**src/verilog/flag_bank_pkg.sv**
```systemverilog
package flag_bank_pkg;

    // Register offsets on the host register interface.
    localparam logic [5:0] SECONDARY_IRQ_REQUEST_OFS = 6'h05;
    localparam logic [5:0] LAST_COMMAND_ERRORS_OFS   = 6'h06;
    localparam logic [5:0] PRIMARY_STATUS_OFS        = 6'h07;
    localparam logic [5:0] SECONDARY_STATUS_OFS      = 6'h08;

    // Secondary interrupt-request register fields.
    localparam int FLAG_WRITE_POLARITY_BIT   = 7;
    localparam int SECURE_INPUT_EDGE_REQ_BIT = 4;
    localparam int MODE_FOUND_REQ_BIT        = 3;
    localparam int CHECKSUM_DONE_REQ_BIT     = 2;
    localparam int FIELD_APPEARED_REQ_BIT    = 1;
    localparam int FIELD_VANISHED_REQ_BIT    = 0;
    localparam int REQ_WIDTH                 = 5;

    // Error register fields.
    localparam int ILLEGAL_FIFO_WRITE_ERR_BIT = 7;
    localparam int OVERHEAT_ERR_BIT           = 6;
    localparam int FIELD_TIMEOUT_ERR_BIT      = 5;
    localparam int FIFO_OVERFLOW_ERR_BIT      = 4;
    localparam int BIT_COLLISION_ERR_BIT      = 3;
    localparam int CHECKSUM_FAIL_ERR_BIT      = 2;
    localparam int ODD_EVEN_CHECK_ERR_BIT     = 1;
    localparam int FRAMING_RULE_ERR_BIT       = 0;

    // Primary status fields.
    localparam int FREQ_OK_BIT           = 7;
    localparam int CHECKSUM_GOOD_BIT     = 6;
    localparam int CHECKSUM_FINISHED_BIT = 5;
    localparam int IRQ_STATUS_BIT        = 4;
    localparam int COUNTDOWN_ACTIVE_BIT  = 3;
    localparam int FIELD_PRESENT_BIT     = 2;
    localparam int FIFO_NEARLY_FULL_BIT  = 1;
    localparam int FIFO_NEARLY_EMPTY_BIT = 0;

    // Secondary status fields.
    localparam int TEMP_SENSE_CLEAR_BIT = 7;
    localparam int FORCE_HIGH_SPEED_BIT = 6;
    localparam int TARGET_SELECTED_BIT  = 4;
    localparam int CIPHER_ACTIVE_BIT    = 3;

    // Values after reset.
    localparam logic [4:0] REQ_RESET  = 5'h00;
    localparam logic [7:0] ERR_RESET  = 8'h00;
    localparam logic [7:0] DATA_RESET = 8'h00;

    // Framing selector value that enables the field timeout check.
    localparam logic [1:0] FRAMING_ACTIVE = 2'h1;

    // Bit rate selector codes.
    localparam logic [1:0] RATE_106 = 2'h0;
    localparam logic [1:0] RATE_212 = 2'h1;
    localparam logic [1:0] RATE_424 = 2'h2;

    // FIFO size in bytes.
    localparam int FIFO_BYTES = 64;

    // Declared order gives the codes 000 to 110.
    typedef enum logic [2:0] {
        PH_IDLE,
        PH_WAIT_START,
        PH_TX_WAIT,
        PH_SENDING,
        PH_RX_WAIT,
        PH_WAIT_DATA,
        PH_RECEIVING
    } txrx_phase_t;

endpackage

```
**src/verilog/contactless_irq_error_status.sv**
```systemverilog
// Behaviour
// - Bit 7 selects set or clear of flags.
// - Secure input edge sets bit 4.
// - Detected mode sets bit 3 once.
// - Checksum command completion sets bit 2.
// - Field on sets bit 1, off bit 0.
// - Host FIFO write in busy window errs.
// - Overheat sets error, switches antenna off.
// - Late counterpart field errs in active framing.
// - Write into full FIFO sets overflow.
// - Collision flag; reads one above 106.
// - Checksum check failure sets error bit 2.
// - Parity failure at 106 sets error.
// - Bad start or length sets framing error.
// - Three command faults set framing error.
// - Command start clears errors except overheat.
// - Checksum good and finished status bits.
// - Interrupt bit ORs enabled pending requests.
// - Countdown active follows timer or enable.
// - Watermark bits compare against threshold.
// - Target selected set in anticollision, field clears.
// - Cipher set by authentication, software clears.
// - Three-bit phase encodes transceiver state.
// - Write-only bits read back as zero.
`timescale 1ns/1ns
module contactless_irq_error_status
    import flag_bank_pkg::*;
#(
    parameter int FIFO_DEPTH = FIFO_BYTES
) (
    // Clock and reset
    input  wire logic       ref_clk,
    input  wire logic       rst_n,
    // Host register interface
    input  wire logic [5:0] reg_addr,
    input  wire logic       reg_wr,
    input  wire logic       reg_rd,
    input  wire logic [7:0] reg_wdata,
    output logic      [7:0] reg_rdata,
    // Pins and analog levels
    input  wire logic       secure_input_signal,
    input  wire logic       field_present,
    input  wire logic       overheat_sense,
    input  wire logic       freq_in_range,
    // Command state
    input  wire logic       cmd_start,
    input  wire logic       auto_anticollision_cmd,
    input  wire logic       authentication_cmd,
    input  wire logic       checksum_compute_cmd,
    input  wire logic       transceive_cmd,
    input  wire logic       cmd_idle,
    input  wire logic       initiator,
    input  wire logic       passive_mode,
    input  wire logic       active_mode,
    input  wire logic [1:0] rate_sel,
    input  wire logic       type_a_or_p2p,
    // Mode detector and checksum coprocessor
    input  wire logic       rf_reset,
    input  wire logic       mode_detected,
    input  wire logic       checksum_all_processed,
    input  wire logic       checksum_calc_busy,
    input  wire logic       checksum_result_zero,
    // Receiver and framing events
    input  wire logic [1:0] receive_framing_sel,
    input  wire logic [1:0] transmit_framing_sel,
    input  wire logic       counterpart_field_late,
    input  wire logic       bit_collision,
    input  wire logic       rx_checksum_check_on,
    input  wire logic       checksum_mismatch,
    input  wire logic       parity_fail,
    input  wire logic       sof_bad,
    input  wire logic       sync_byte_detect_on,
    input  wire logic       byte_length_violation,
    input  wire logic       auth_byte_count_bad,
    input  wire logic       miller_short_pulses,
    input  wire logic       target_answered,
    input  wire logic       auth_success,
    // FIFO
    input  wire logic       host_fifo_write,
    input  wire logic       internal_fifo_write,
    input  wire logic [6:0] fifo_byte_count,
    input  wire logic [5:0] fifo_threshold,
    // Timer and interrupt enables
    input  wire logic       timer_running,
    input  wire logic       gated_mode,
    input  wire logic       timer_reg_enable,
    input  wire logic [4:0] req_enable,
    input  wire logic       primary_req_pending,
    // Modem sequencing
    input  wire logic       tx_begin,
    input  wire logic       rx_begin,
    input  wire logic       start_send,
    input  wire logic       tx_wait_rf,
    input  wire logic       rx_wait_rf,
    input  wire logic       tx_min_wait_done,
    input  wire logic       rx_min_wait_done,
    input  wire logic       tx_done,
    input  wire logic       rx_data_start,
    input  wire logic       rx_done,
    // Outputs to the rest of the core
    output logic            antenna_off,
    output logic            irq_active,
    output logic            any_error,
    output logic      [4:0] req_flags,
    output logic      [2:0] txrx_phase,
    output logic            force_high_speed
);

    typedef struct packed {
        logic [4:0]  req;
        logic [7:0]  err;
        logic        det_on;
        logic        crc_good;
        logic        crc_fin;
        logic        tgt;
        logic        cipher;
        logic        temp_clr;
        logic        hs;
        logic        irq;
        logic        run;
        logic        hi;
        logic        lo;
        logic        err_any;
        logic        antenna_off;
        txrx_phase_t phase;
        logic [7:0]  rdata;
    } state_t;

    state_t s_q;
    state_t s_d;

    logic [3:0] pin_level;
    logic [3:0] pin_rise;
    logic [3:0] pin_fall;

    edge_sync #(
        .WIDTH (4)
    ) u_sync (
        .ref_clk  (ref_clk),
        .rst_n    (rst_n),
        .async_in ({freq_in_range, overheat_sense,
                    field_present, secure_input_signal}),
        .level    (pin_level),
        .rise     (pin_rise),
        .fall     (pin_fall)
    );

    logic       sec_edge;
    logic       field_on;
    logic       field_up;
    logic       field_down;
    logic       hot;
    logic       freq_ok;
    logic       at_106;
    logic       in_flight;
    logic       rx_startup;
    logic       wr_req;
    logic       wr_stat2;
    logic [7:0] free_bytes;
    logic [7:0] err_view;
    logic [7:0] stat1_view;
    logic [7:0] stat2_view;

    assign sec_edge   = pin_rise[0] | pin_fall[0];
    assign field_on   = pin_level[1];
    assign field_up   = pin_rise[1];
    assign field_down = pin_fall[1];
    assign hot        = pin_level[2];
    assign freq_ok    = pin_level[3];
    assign at_106     = (rate_sel == RATE_106);
    assign wr_req     = reg_wr && (reg_addr == SECONDARY_IRQ_REQUEST_OFS);
    assign wr_stat2   = reg_wr && (reg_addr == SECONDARY_STATUS_OFS);
    assign in_flight  = (s_q.phase == PH_RX_WAIT) ||
                        (s_q.phase == PH_WAIT_DATA) ||
                        (s_q.phase == PH_RECEIVING);
    assign rx_startup = (s_q.phase == PH_SENDING && tx_done) ||
                        (s_q.phase == PH_IDLE && rx_begin);
    assign free_bytes = 8'(FIFO_DEPTH) - {1'b0, fifo_byte_count};

    always_comb begin
        err_view = s_q.err;
        if (!at_106) begin
            err_view[BIT_COLLISION_ERR_BIT] = 1'b1;
        end
        stat1_view = {freq_ok, s_q.crc_good, s_q.crc_fin, s_q.irq,
                      s_q.run, field_on, s_q.hi, s_q.lo};
        stat2_view = {s_q.temp_clr, s_q.hs, 1'b0, s_q.tgt, s_q.cipher,
                      s_q.phase};
    end

    always_comb begin
        s_d = s_q;

        if (wr_req) begin
            if (reg_wdata[FLAG_WRITE_POLARITY_BIT]) begin
                s_d.req = s_q.req | reg_wdata[4:0];
            end else begin
                s_d.req = s_q.req & ~reg_wdata[4:0];
            end
        end
        // hardware sets are sticky and win
        if (sec_edge) begin
            s_d.req[SECURE_INPUT_EDGE_REQ_BIT] = 1'b1;
        end
        if ((cmd_start && auto_anticollision_cmd) || rf_reset) begin
            s_d.det_on = 1'b1;
        end
        if (s_q.det_on && mode_detected) begin
            s_d.det_on = 1'b0;
            s_d.req[MODE_FOUND_REQ_BIT] = 1'b1;
        end
        if (checksum_compute_cmd && checksum_all_processed) begin
            s_d.req[CHECKSUM_DONE_REQ_BIT] = 1'b1;
        end
        if (field_up) begin
            s_d.req[FIELD_APPEARED_REQ_BIT] = 1'b1;
        end
        if (field_down) begin
            s_d.req[FIELD_VANISHED_REQ_BIT] = 1'b1;
        end

        if (cmd_start) begin
            s_d.err = s_q.err & (8'h01 << OVERHEAT_ERR_BIT);
        end
        if (rx_startup) begin
            s_d.err[BIT_COLLISION_ERR_BIT] = 1'b0;
            s_d.err[CHECKSUM_FAIL_ERR_BIT] = 1'b0;
            s_d.err[ODD_EVEN_CHECK_ERR_BIT] = 1'b0;
            s_d.err[FRAMING_RULE_ERR_BIT] = 1'b0;
        end
        if (wr_stat2 && reg_wdata[TEMP_SENSE_CLEAR_BIT] && !hot) begin
            s_d.err[OVERHEAT_ERR_BIT] = 1'b0;
        end
        if (hot) begin
            s_d.err[OVERHEAT_ERR_BIT] = 1'b1;
        end
        if (host_fifo_write &&
            (auto_anticollision_cmd || authentication_cmd || in_flight)) begin
            s_d.err[ILLEGAL_FIFO_WRITE_ERR_BIT] = 1'b1;
        end
        if (active_mode && counterpart_field_late &&
            (receive_framing_sel == FRAMING_ACTIVE ||
             transmit_framing_sel == FRAMING_ACTIVE)) begin
            s_d.err[FIELD_TIMEOUT_ERR_BIT] = 1'b1;
        end
        if ((host_fifo_write || internal_fifo_write) &&
            fifo_byte_count >= 7'(FIFO_DEPTH)) begin
            s_d.err[FIFO_OVERFLOW_ERR_BIT] = 1'b1;
        end
        if (bit_collision) begin
            s_d.err[BIT_COLLISION_ERR_BIT] = 1'b1;
        end
        if (rx_checksum_check_on && checksum_mismatch) begin
            s_d.err[CHECKSUM_FAIL_ERR_BIT] = 1'b1;
        end
        if (parity_fail && at_106 && type_a_or_p2p) begin
            s_d.err[ODD_EVEN_CHECK_ERR_BIT] = 1'b1;
        end
        if ((sof_bad && at_106) ||
            (byte_length_violation && sync_byte_detect_on && !at_106)) begin
            s_d.err[FRAMING_RULE_ERR_BIT] = 1'b1;
        end
        if ((auto_anticollision_cmd && initiator) ||
            (authentication_cmd && auth_byte_count_bad) ||
            miller_short_pulses) begin
            s_d.err[FRAMING_RULE_ERR_BIT] = 1'b1;
        end
        s_d.err_any = |s_d.err;
        s_d.antenna_off = s_d.err[OVERHEAT_ERR_BIT];

        s_d.crc_good = checksum_result_zero && !checksum_calc_busy;
        if (cmd_start) begin
            s_d.crc_fin = 1'b0;
        end
        if (checksum_compute_cmd && checksum_all_processed) begin
            s_d.crc_fin = 1'b1;
        end
        s_d.irq = primary_req_pending || |(s_d.req & req_enable);
        s_d.run = gated_mode ? timer_reg_enable : timer_running;
        s_d.hi = free_bytes <= {2'b00, fifo_threshold};
        s_d.lo = fifo_byte_count <= {1'b0, fifo_threshold};

        // Secondary status: software may only clear the dynamic bits.
        if (wr_stat2) begin
            s_d.temp_clr = reg_wdata[TEMP_SENSE_CLEAR_BIT];
            s_d.hs = reg_wdata[FORCE_HIGH_SPEED_BIT];
            if (!reg_wdata[TARGET_SELECTED_BIT]) begin
                s_d.tgt = 1'b0;
            end
            if (!reg_wdata[CIPHER_ACTIVE_BIT]) begin
                s_d.cipher = 1'b0;
            end
        end
        if (auto_anticollision_cmd && passive_mode && target_answered) begin
            s_d.tgt = 1'b1;
        end
        if (field_down) begin
            s_d.tgt = 1'b0;
        end
        if (authentication_cmd && auth_success) begin
            s_d.cipher = 1'b1;
        end

        case (s_q.phase)
            PH_IDLE: begin
                if (transceive_cmd) begin
                    s_d.phase = PH_WAIT_START;
                end else if (tx_begin) begin
                    s_d.phase = PH_TX_WAIT;
                end else if (rx_begin) begin
                    s_d.phase = PH_RX_WAIT;
                end
            end
            PH_WAIT_START: begin
                if (start_send) begin
                    s_d.phase = PH_TX_WAIT;
                end
            end
            PH_TX_WAIT: begin
                if (tx_min_wait_done && (!tx_wait_rf || field_on)) begin
                    s_d.phase = PH_SENDING;
                end
            end
            PH_SENDING: begin
                if (tx_done) begin
                    s_d.phase = PH_RX_WAIT;
                end
            end
            PH_RX_WAIT: begin
                if (rx_min_wait_done && (!rx_wait_rf || field_on)) begin
                    s_d.phase = PH_WAIT_DATA;
                end
            end
            PH_WAIT_DATA: begin
                if (rx_data_start) begin
                    s_d.phase = PH_RECEIVING;
                end
            end
            PH_RECEIVING: begin
                if (rx_done) begin
                    s_d.phase = transceive_cmd ? PH_WAIT_START : PH_IDLE;
                end
            end
            default: begin
                s_d.phase = PH_IDLE;
            end
        endcase
        // Stopping the command always returns the modem to idle.
        if (cmd_idle) begin
            s_d.phase = PH_IDLE;
        end

        if (reg_rd) begin
            case (reg_addr)
                SECONDARY_IRQ_REQUEST_OFS: s_d.rdata = {3'b000, s_q.req};
                LAST_COMMAND_ERRORS_OFS:   s_d.rdata = err_view;
                PRIMARY_STATUS_OFS:        s_d.rdata = stat1_view;
                SECONDARY_STATUS_OFS:      s_d.rdata = stat2_view;
                default:                   s_d.rdata = DATA_RESET;
            endcase
        end
    end

    always_ff @(posedge ref_clk or negedge rst_n) begin
        if (!rst_n) begin
            s_q <= '{req: REQ_RESET, err: ERR_RESET, phase: PH_IDLE,
                     rdata: DATA_RESET, default: 1'b0};
        end else begin
            s_q <= s_d;
        end
    end

    assign reg_rdata        = s_q.rdata;
    assign antenna_off      = s_q.antenna_off;
    assign irq_active       = s_q.irq;
    assign any_error        = s_q.err_any;
    assign req_flags        = s_q.req;
    assign txrx_phase       = s_q.phase;
    assign force_high_speed = s_q.hs;

endmodule

```
**src/verilog/edge_sync.sv**
```systemverilog
`timescale 1ns/1ns
module edge_sync #(
    parameter int WIDTH = 4
) (
    // Clock and reset
    input  wire logic             ref_clk,
    input  wire logic             rst_n,
    // Asynchronous levels
    input  wire logic [WIDTH-1:0] async_in,
    // Synchronised level and edges
    output logic      [WIDTH-1:0] level,
    output logic      [WIDTH-1:0] rise,
    output logic      [WIDTH-1:0] fall
);

    typedef struct packed {
        logic [WIDTH-1:0] meta;
        logic [WIDTH-1:0] sync;
        logic [WIDTH-1:0] prev;
    } sync_state_t;

    sync_state_t s_q;
    sync_state_t s_d;

    always_comb begin
        s_d      = s_q;
        s_d.meta = async_in;
        s_d.sync = s_q.meta;
        s_d.prev = s_q.sync;
    end

    always_ff @(posedge ref_clk or negedge rst_n) begin
        if (!rst_n) begin
            s_q <= '0;
        end else begin
            s_q <= s_d;
        end
    end

    // Edges look only at the second and third stage, never the first.
    genvar i;
    generate
        for (i = 0; i < WIDTH; i++) begin : g_bit
            assign level[i] = s_q.sync[i];
            assign rise[i]  = s_q.sync[i] & ~s_q.prev[i];
            assign fall[i]  = ~s_q.sync[i] & s_q.prev[i];
        end
    endgenerate

endmodule

```
**config.mk**
```make
export PLATFORM = sky130hd
export DESIGN_NAME = contactless_irq_error_status
export DESIGN_NICKNAME = d
export VERILOG_FILES = /design/src/verilog/flag_bank_pkg.sv /design/src/verilog/contactless_irq_error_status.sv /design/src/verilog/edge_sync.sv
export SDC_FILE = /design/constraint.sdc
export NUM_CORES = 1
export LEC_CHECK = 0
export BUFFER_PORTS_ARGS = -buffer_cell sky130_fd_sc_hd__buf_2
export CORE_MARGIN = 2
export CORE_UTILIZATION = 53
export DETAILED_ROUTE_END_ITERATION = 10
export MAX_ROUTING_LAYER = met4
export PLACE_DENSITY = 0.85
export SLEW_MARGIN = 5
export SYNTH_ARGS = -nofsm -noshare
export SYNTH_HDL_FRONTEND = slang
export SYNTH_HIERARCHICAL = 1
export SYNTH_SLANG_ARGS = --single-unit
```
**constraint.sdc**
```tcl
create_clock -name ref_clk -period 6.4 [get_ports ref_clk]
set_clock_uncertainty 0.15 [all_clocks]
set_input_delay 0.96 -clock ref_clk [delete_from_list [all_inputs] [get_ports ref_clk]]
set_output_delay 0.96 -clock ref_clk [all_outputs]
set_load 0.01 [all_outputs]
```
# --- Word level (Yosys, flattened, before mapping) ---
# Cells that the tools add are included.
totals:
  output_inout_bits: 20
  word_cells: 159
  inputBits: 89
  reg_bits: 47
op_classes:
  n_lt_le_gt_ge: 3
  n_eq_ne: 21
  reduce_logical: 57
  n_mux: 44
  bitwise_logic: 13
  n_addsub: 1
ops:
  columns: ["cell", "count"]
  rows:
  - ["8-bit case mux with 4 select lines", 1]
  - ["3-bit 2-to-1 mux", 10]
  - ["1-bit logical AND", 27]
  - ["1-bit 2-to-1 mux", 27]
  - ["3-bit case mux with 7 select lines", 1]
  - ["6-bit by 3-bit equality test with 1-bit output, second input constant", 3]
  - ["3-bit inequality test, second input constant", 5]
  - ["1-bit logical OR", 14]
  - ["5-bit bitwise AND", 2]
  - ["5-bit 2-to-1 mux", 2]
  - ["3-bit equality test, second input constant", 3]
  - ["8-bit by 6-bit <= comparator with 1-bit output", 1]
  - ["4-bit 2-to-1 mux", 2]
  - ["8-bit 2-to-1 mux", 1]
  - ["8-bit OR reduction", 1]
  - ["7-bit by 7-bit subtractor with 8-bit output, first input constant", 1]
  - ["7-bit >= comparator, second input constant", 1]
  - ["7-bit by 6-bit <= comparator with 1-bit output", 1]
  - ["7-bit AND reduction", 1]
  - ["3-bit by 2-bit equality test with 1-bit output, second input constant", 2]
  - ["6-bit by 4-bit equality test with 1-bit output, second input constant", 1]
  - ["2-bit nonzero test", 3]
  - ["1-bit zero test", 5]
  - ["5-bit inequality test, second input constant", 1]
  - ["15 further kinds", 23]

# --- Depth between registers and ports, before layout ---
depth:
  ltp_word: 8
  depth_mapped: 9
  depth_no_buf: 9

# --- Hierarchy ---
# The synthesis kept the hierarchy.
modules_own_cells:
  columns: ["module", "area_per_inst_um2", "n_inst", "seq_area_each_um2", "cells_per_inst"]
  rows:
  - ["contactless_irq_error_status", 2394.8, 1, 900.9, 257]
  - ["edge_sync", 380.4, 1, 300.3, 24]

# --- Least setup slack after synthesis ---
# Ideal clock, no wire load.
synth_path:
  path_kind: "input -> register"
  start: "input reg_addr[0]"
  end: "register s_q, in the netlist any_error"
  arrival_time_ns: 2.309
  n_path_buf: 2
  path_stages: 7
  setup_slack_ns: 3.802
  setup_ns: 0.139
  required_time_ns: 6.111
  path_cell_list: "buf_2 > nor3_2 > and3_1 > buf_4 > nand3_2 > a21o_1 > or4_1"
synth_rtl:
  columns: ["item", "line", "source"]
  rows:
  - ["start: declaration", "contactless_irq_error_status.sv:35", "input wire logic [5:0] reg_addr,"]
  - ["end signal: assignment", "contactless_irq_error_status.sv:366", "s_q <= '{req: REQ_RESET, err: ERR_RESET, phase: PH_IDLE,"]
  - ["end: declaration", "contactless_irq_error_status.sv:129", "state_t s_q;"]

==> results.toml <==
[clock_tree]
clkSinkCount = 46
postCtsSetupRepairBufs = 0
ctsHoldBuffers = 0
cts_resized = 0
cts_buffers = 5
cts_tree = "built"
htreeDepth = 2
cts_buffer_depth = 2
cts-root-buf = "clkbuf_8"
clk_latency_ps = 300
clk_pin_slew_worst_paths_ps = 80

[timing]
finalCritPeriodShare_pct = 40.2
slew_headroom_pct = 33.7
fin_crit_ps = 2570
clock.fmax_ghz = 0.389
fin_setup_tns_ps = 0
worst-slew-pin-transition_ps = 994
setup_violations = 0
hold_violations = 0
hold_ws_ps = 202
rsz0062_at_grt = "false"
drv_slew = 0
worst_slack_ps = 3830

[setup_path]
setup.worst_path.start = "reg_addr[0]"
reg2reg_to = "any_error$_DFF_PN0_"
reg2reg_slack_ps = 4100
critPathBufInv = 1
crit-reg2reg-launch = "txrx_phase[0]$_DFFE_PN0P_"
worstSetupEndpoint = "any_error$_DFF_PN0_"
startpoint_type = "input port"
crit_path_end_kind = "flop"
cp_max_fo = 9
cpLargestDelayFamily = "simple AND/OR/NAND/NOR gates"
cp.arrival_ps = 2600
path_class = "input port to flop"
reg2reg_depth = 5
slowest_delay_ps = 510
cp.depth = 6
crit_slowest_cell = "or4_1"
critPathRequiredTime_ps = 6420
path_cells = "buf_2 -> nor3_2 -> and3_1 -> nand3_2 -> a21o_1 -> or4_1"

[routing]
drt_first_pass_iters = 5
vias = 2433
drcViolationCount = 0
ant_nets = 0
drtIter0Drc = 160
via_per_inst = 5.67
avgRoutedWirePerCell_um = 15.5
wirelength_um = 6630

[hold_path]
hp-start = "u_sync/s_d[5]$_DFF_PN0_"
worst_hold_path_type = "flop to flop"

[global_route]
grt_pass1_vias = 2424
grt_max_degree = 47
grt_usage_pct = 25.9
met3_usage_pct = 5.76
use_met1_pct = 32.5
grt-busiest-layer = "met2"
grt_pass1_wl_um = 10800
antenna_found_initial = 0
overflow = 0
gr-usage-met2_pct = 41.8

[cells_and_area]
layout.nets = 463
drive_gt1_share_pct = 33.7
fin_area_mm2 = 0.00325
fin_cells = 429
utilization_pct = 67.4
syn2layout_area_growth_pct = 20.6
diodes = 0

[synth]
yosys_warnings = 6
netlist_area_mm2 = 0.00269
synth.avg_cell_area_um2 = 9.83
syn_inst = 274
postSynthNetCount = 375

[power_and_ir_drop]
p_leak_nw = 1.56
power_mw = 0.721
powerDensity_mw_per_mm2 = 222
irDropWorstVdd_v = 0.000142

[die]
dieHeight_um = 75.3
rows = 25
initial_core_util_pct = 55.9
io_pins = 109
core_mm2 = 0.00482
die_area_mm2 = 0.00567
die_w_um = 75.3

[run_status]
outcome = "completed"

[run]
maxCapViolCount = 0

[placed_design]
place_congestion = 0.868
dpl_cell_area_mm2 = 0.00314
portBuffers = 107
placed_cells = 422
dpl.hpwl_um = 5260
pre_cts_slack_ps = 3540
-- worst register-to-register path: stages (launching register included) --
cell     delay [ps]
dfrtp_1         550
or3b_1          430
a21oi_2         180
nor2_1          100
a211o_1         300
or4_1           470
-- report_power, final --
part | switching, mW | leakage (nW) | total, mW | internal (mW)
logic | 0.0821 | 0.962 | 0.159 | 0.0766
clock network | 0.0920 | 0.0573 | 0.217 | 0.125
registers | 0.0335 | 0.542 | 0.345 | 0.311
-- metal layers --
layer,wire length (um),share of wire [%]
met5,0,0
met4,135,2.0
met3,398,6.0
met2,3300,50
met1,2800,42
-- worst min-delay path by stage --
stage | to | slack, ps | cells past startpoint
after detailed placement | u_sync/level[2]$_DFF_PN0_ | 190 | 0
after global routing | u_sync/level[2]$_DFF_PN0_ | 220 | 0
after CTS | u_sync/level[1]$_DFF_PN0_ | 200 | 0
after global placement | u_sync/level[1]$_DFF_PN0_ | 180 | 0
after floorplan | u_sync/level[0]$_DFF_PN0_ | 180 | 0
final | u_sync/level[1]$_DFF_PN0_ | 200 | 0
-- cell usage in the layout (no fill, tap or decap), types with 4 or more instances in the layout --
cell type / instances
inv_1: 26
a21oi_1: 5
nor2b_1: 10
buf_2: 107
nand2_1: 15
a221oi_1: 5
nor3_1: 7
nand3_1: 8
o21ai_0: 12
o22ai_1: 11
ha_1: 12
dfrtp_1: 46
nor2_1: 10
clkbuf_8: 6
mux2i_1: 6
a22o_1: 4
nand2b_1: 4
-- area by class of cell --
class | count | area (um2)
inverter | 26 | 97.6
sequential | 46 | 1150
clock buffer | 6 | 82.6
multi-input combinational | 176 | 1270
timing repair buffer | 107 | 536
tap | 67 | 83.8
fill | 418 | 1570
clock inverter | 1 | 30.0
-- flip-flops by register name (all words and copies together) (netlist names) --
signal	flops
u_sync/s_d	4
u_sync/level	4
txrx_phase	3
req_flags	5
irq_active	1
force_high_speed	1
any_error	1
err_view	7
s_q	10
reg_rdata	8
u_sync/s_q	2
(Power assumes the default switching activity.)
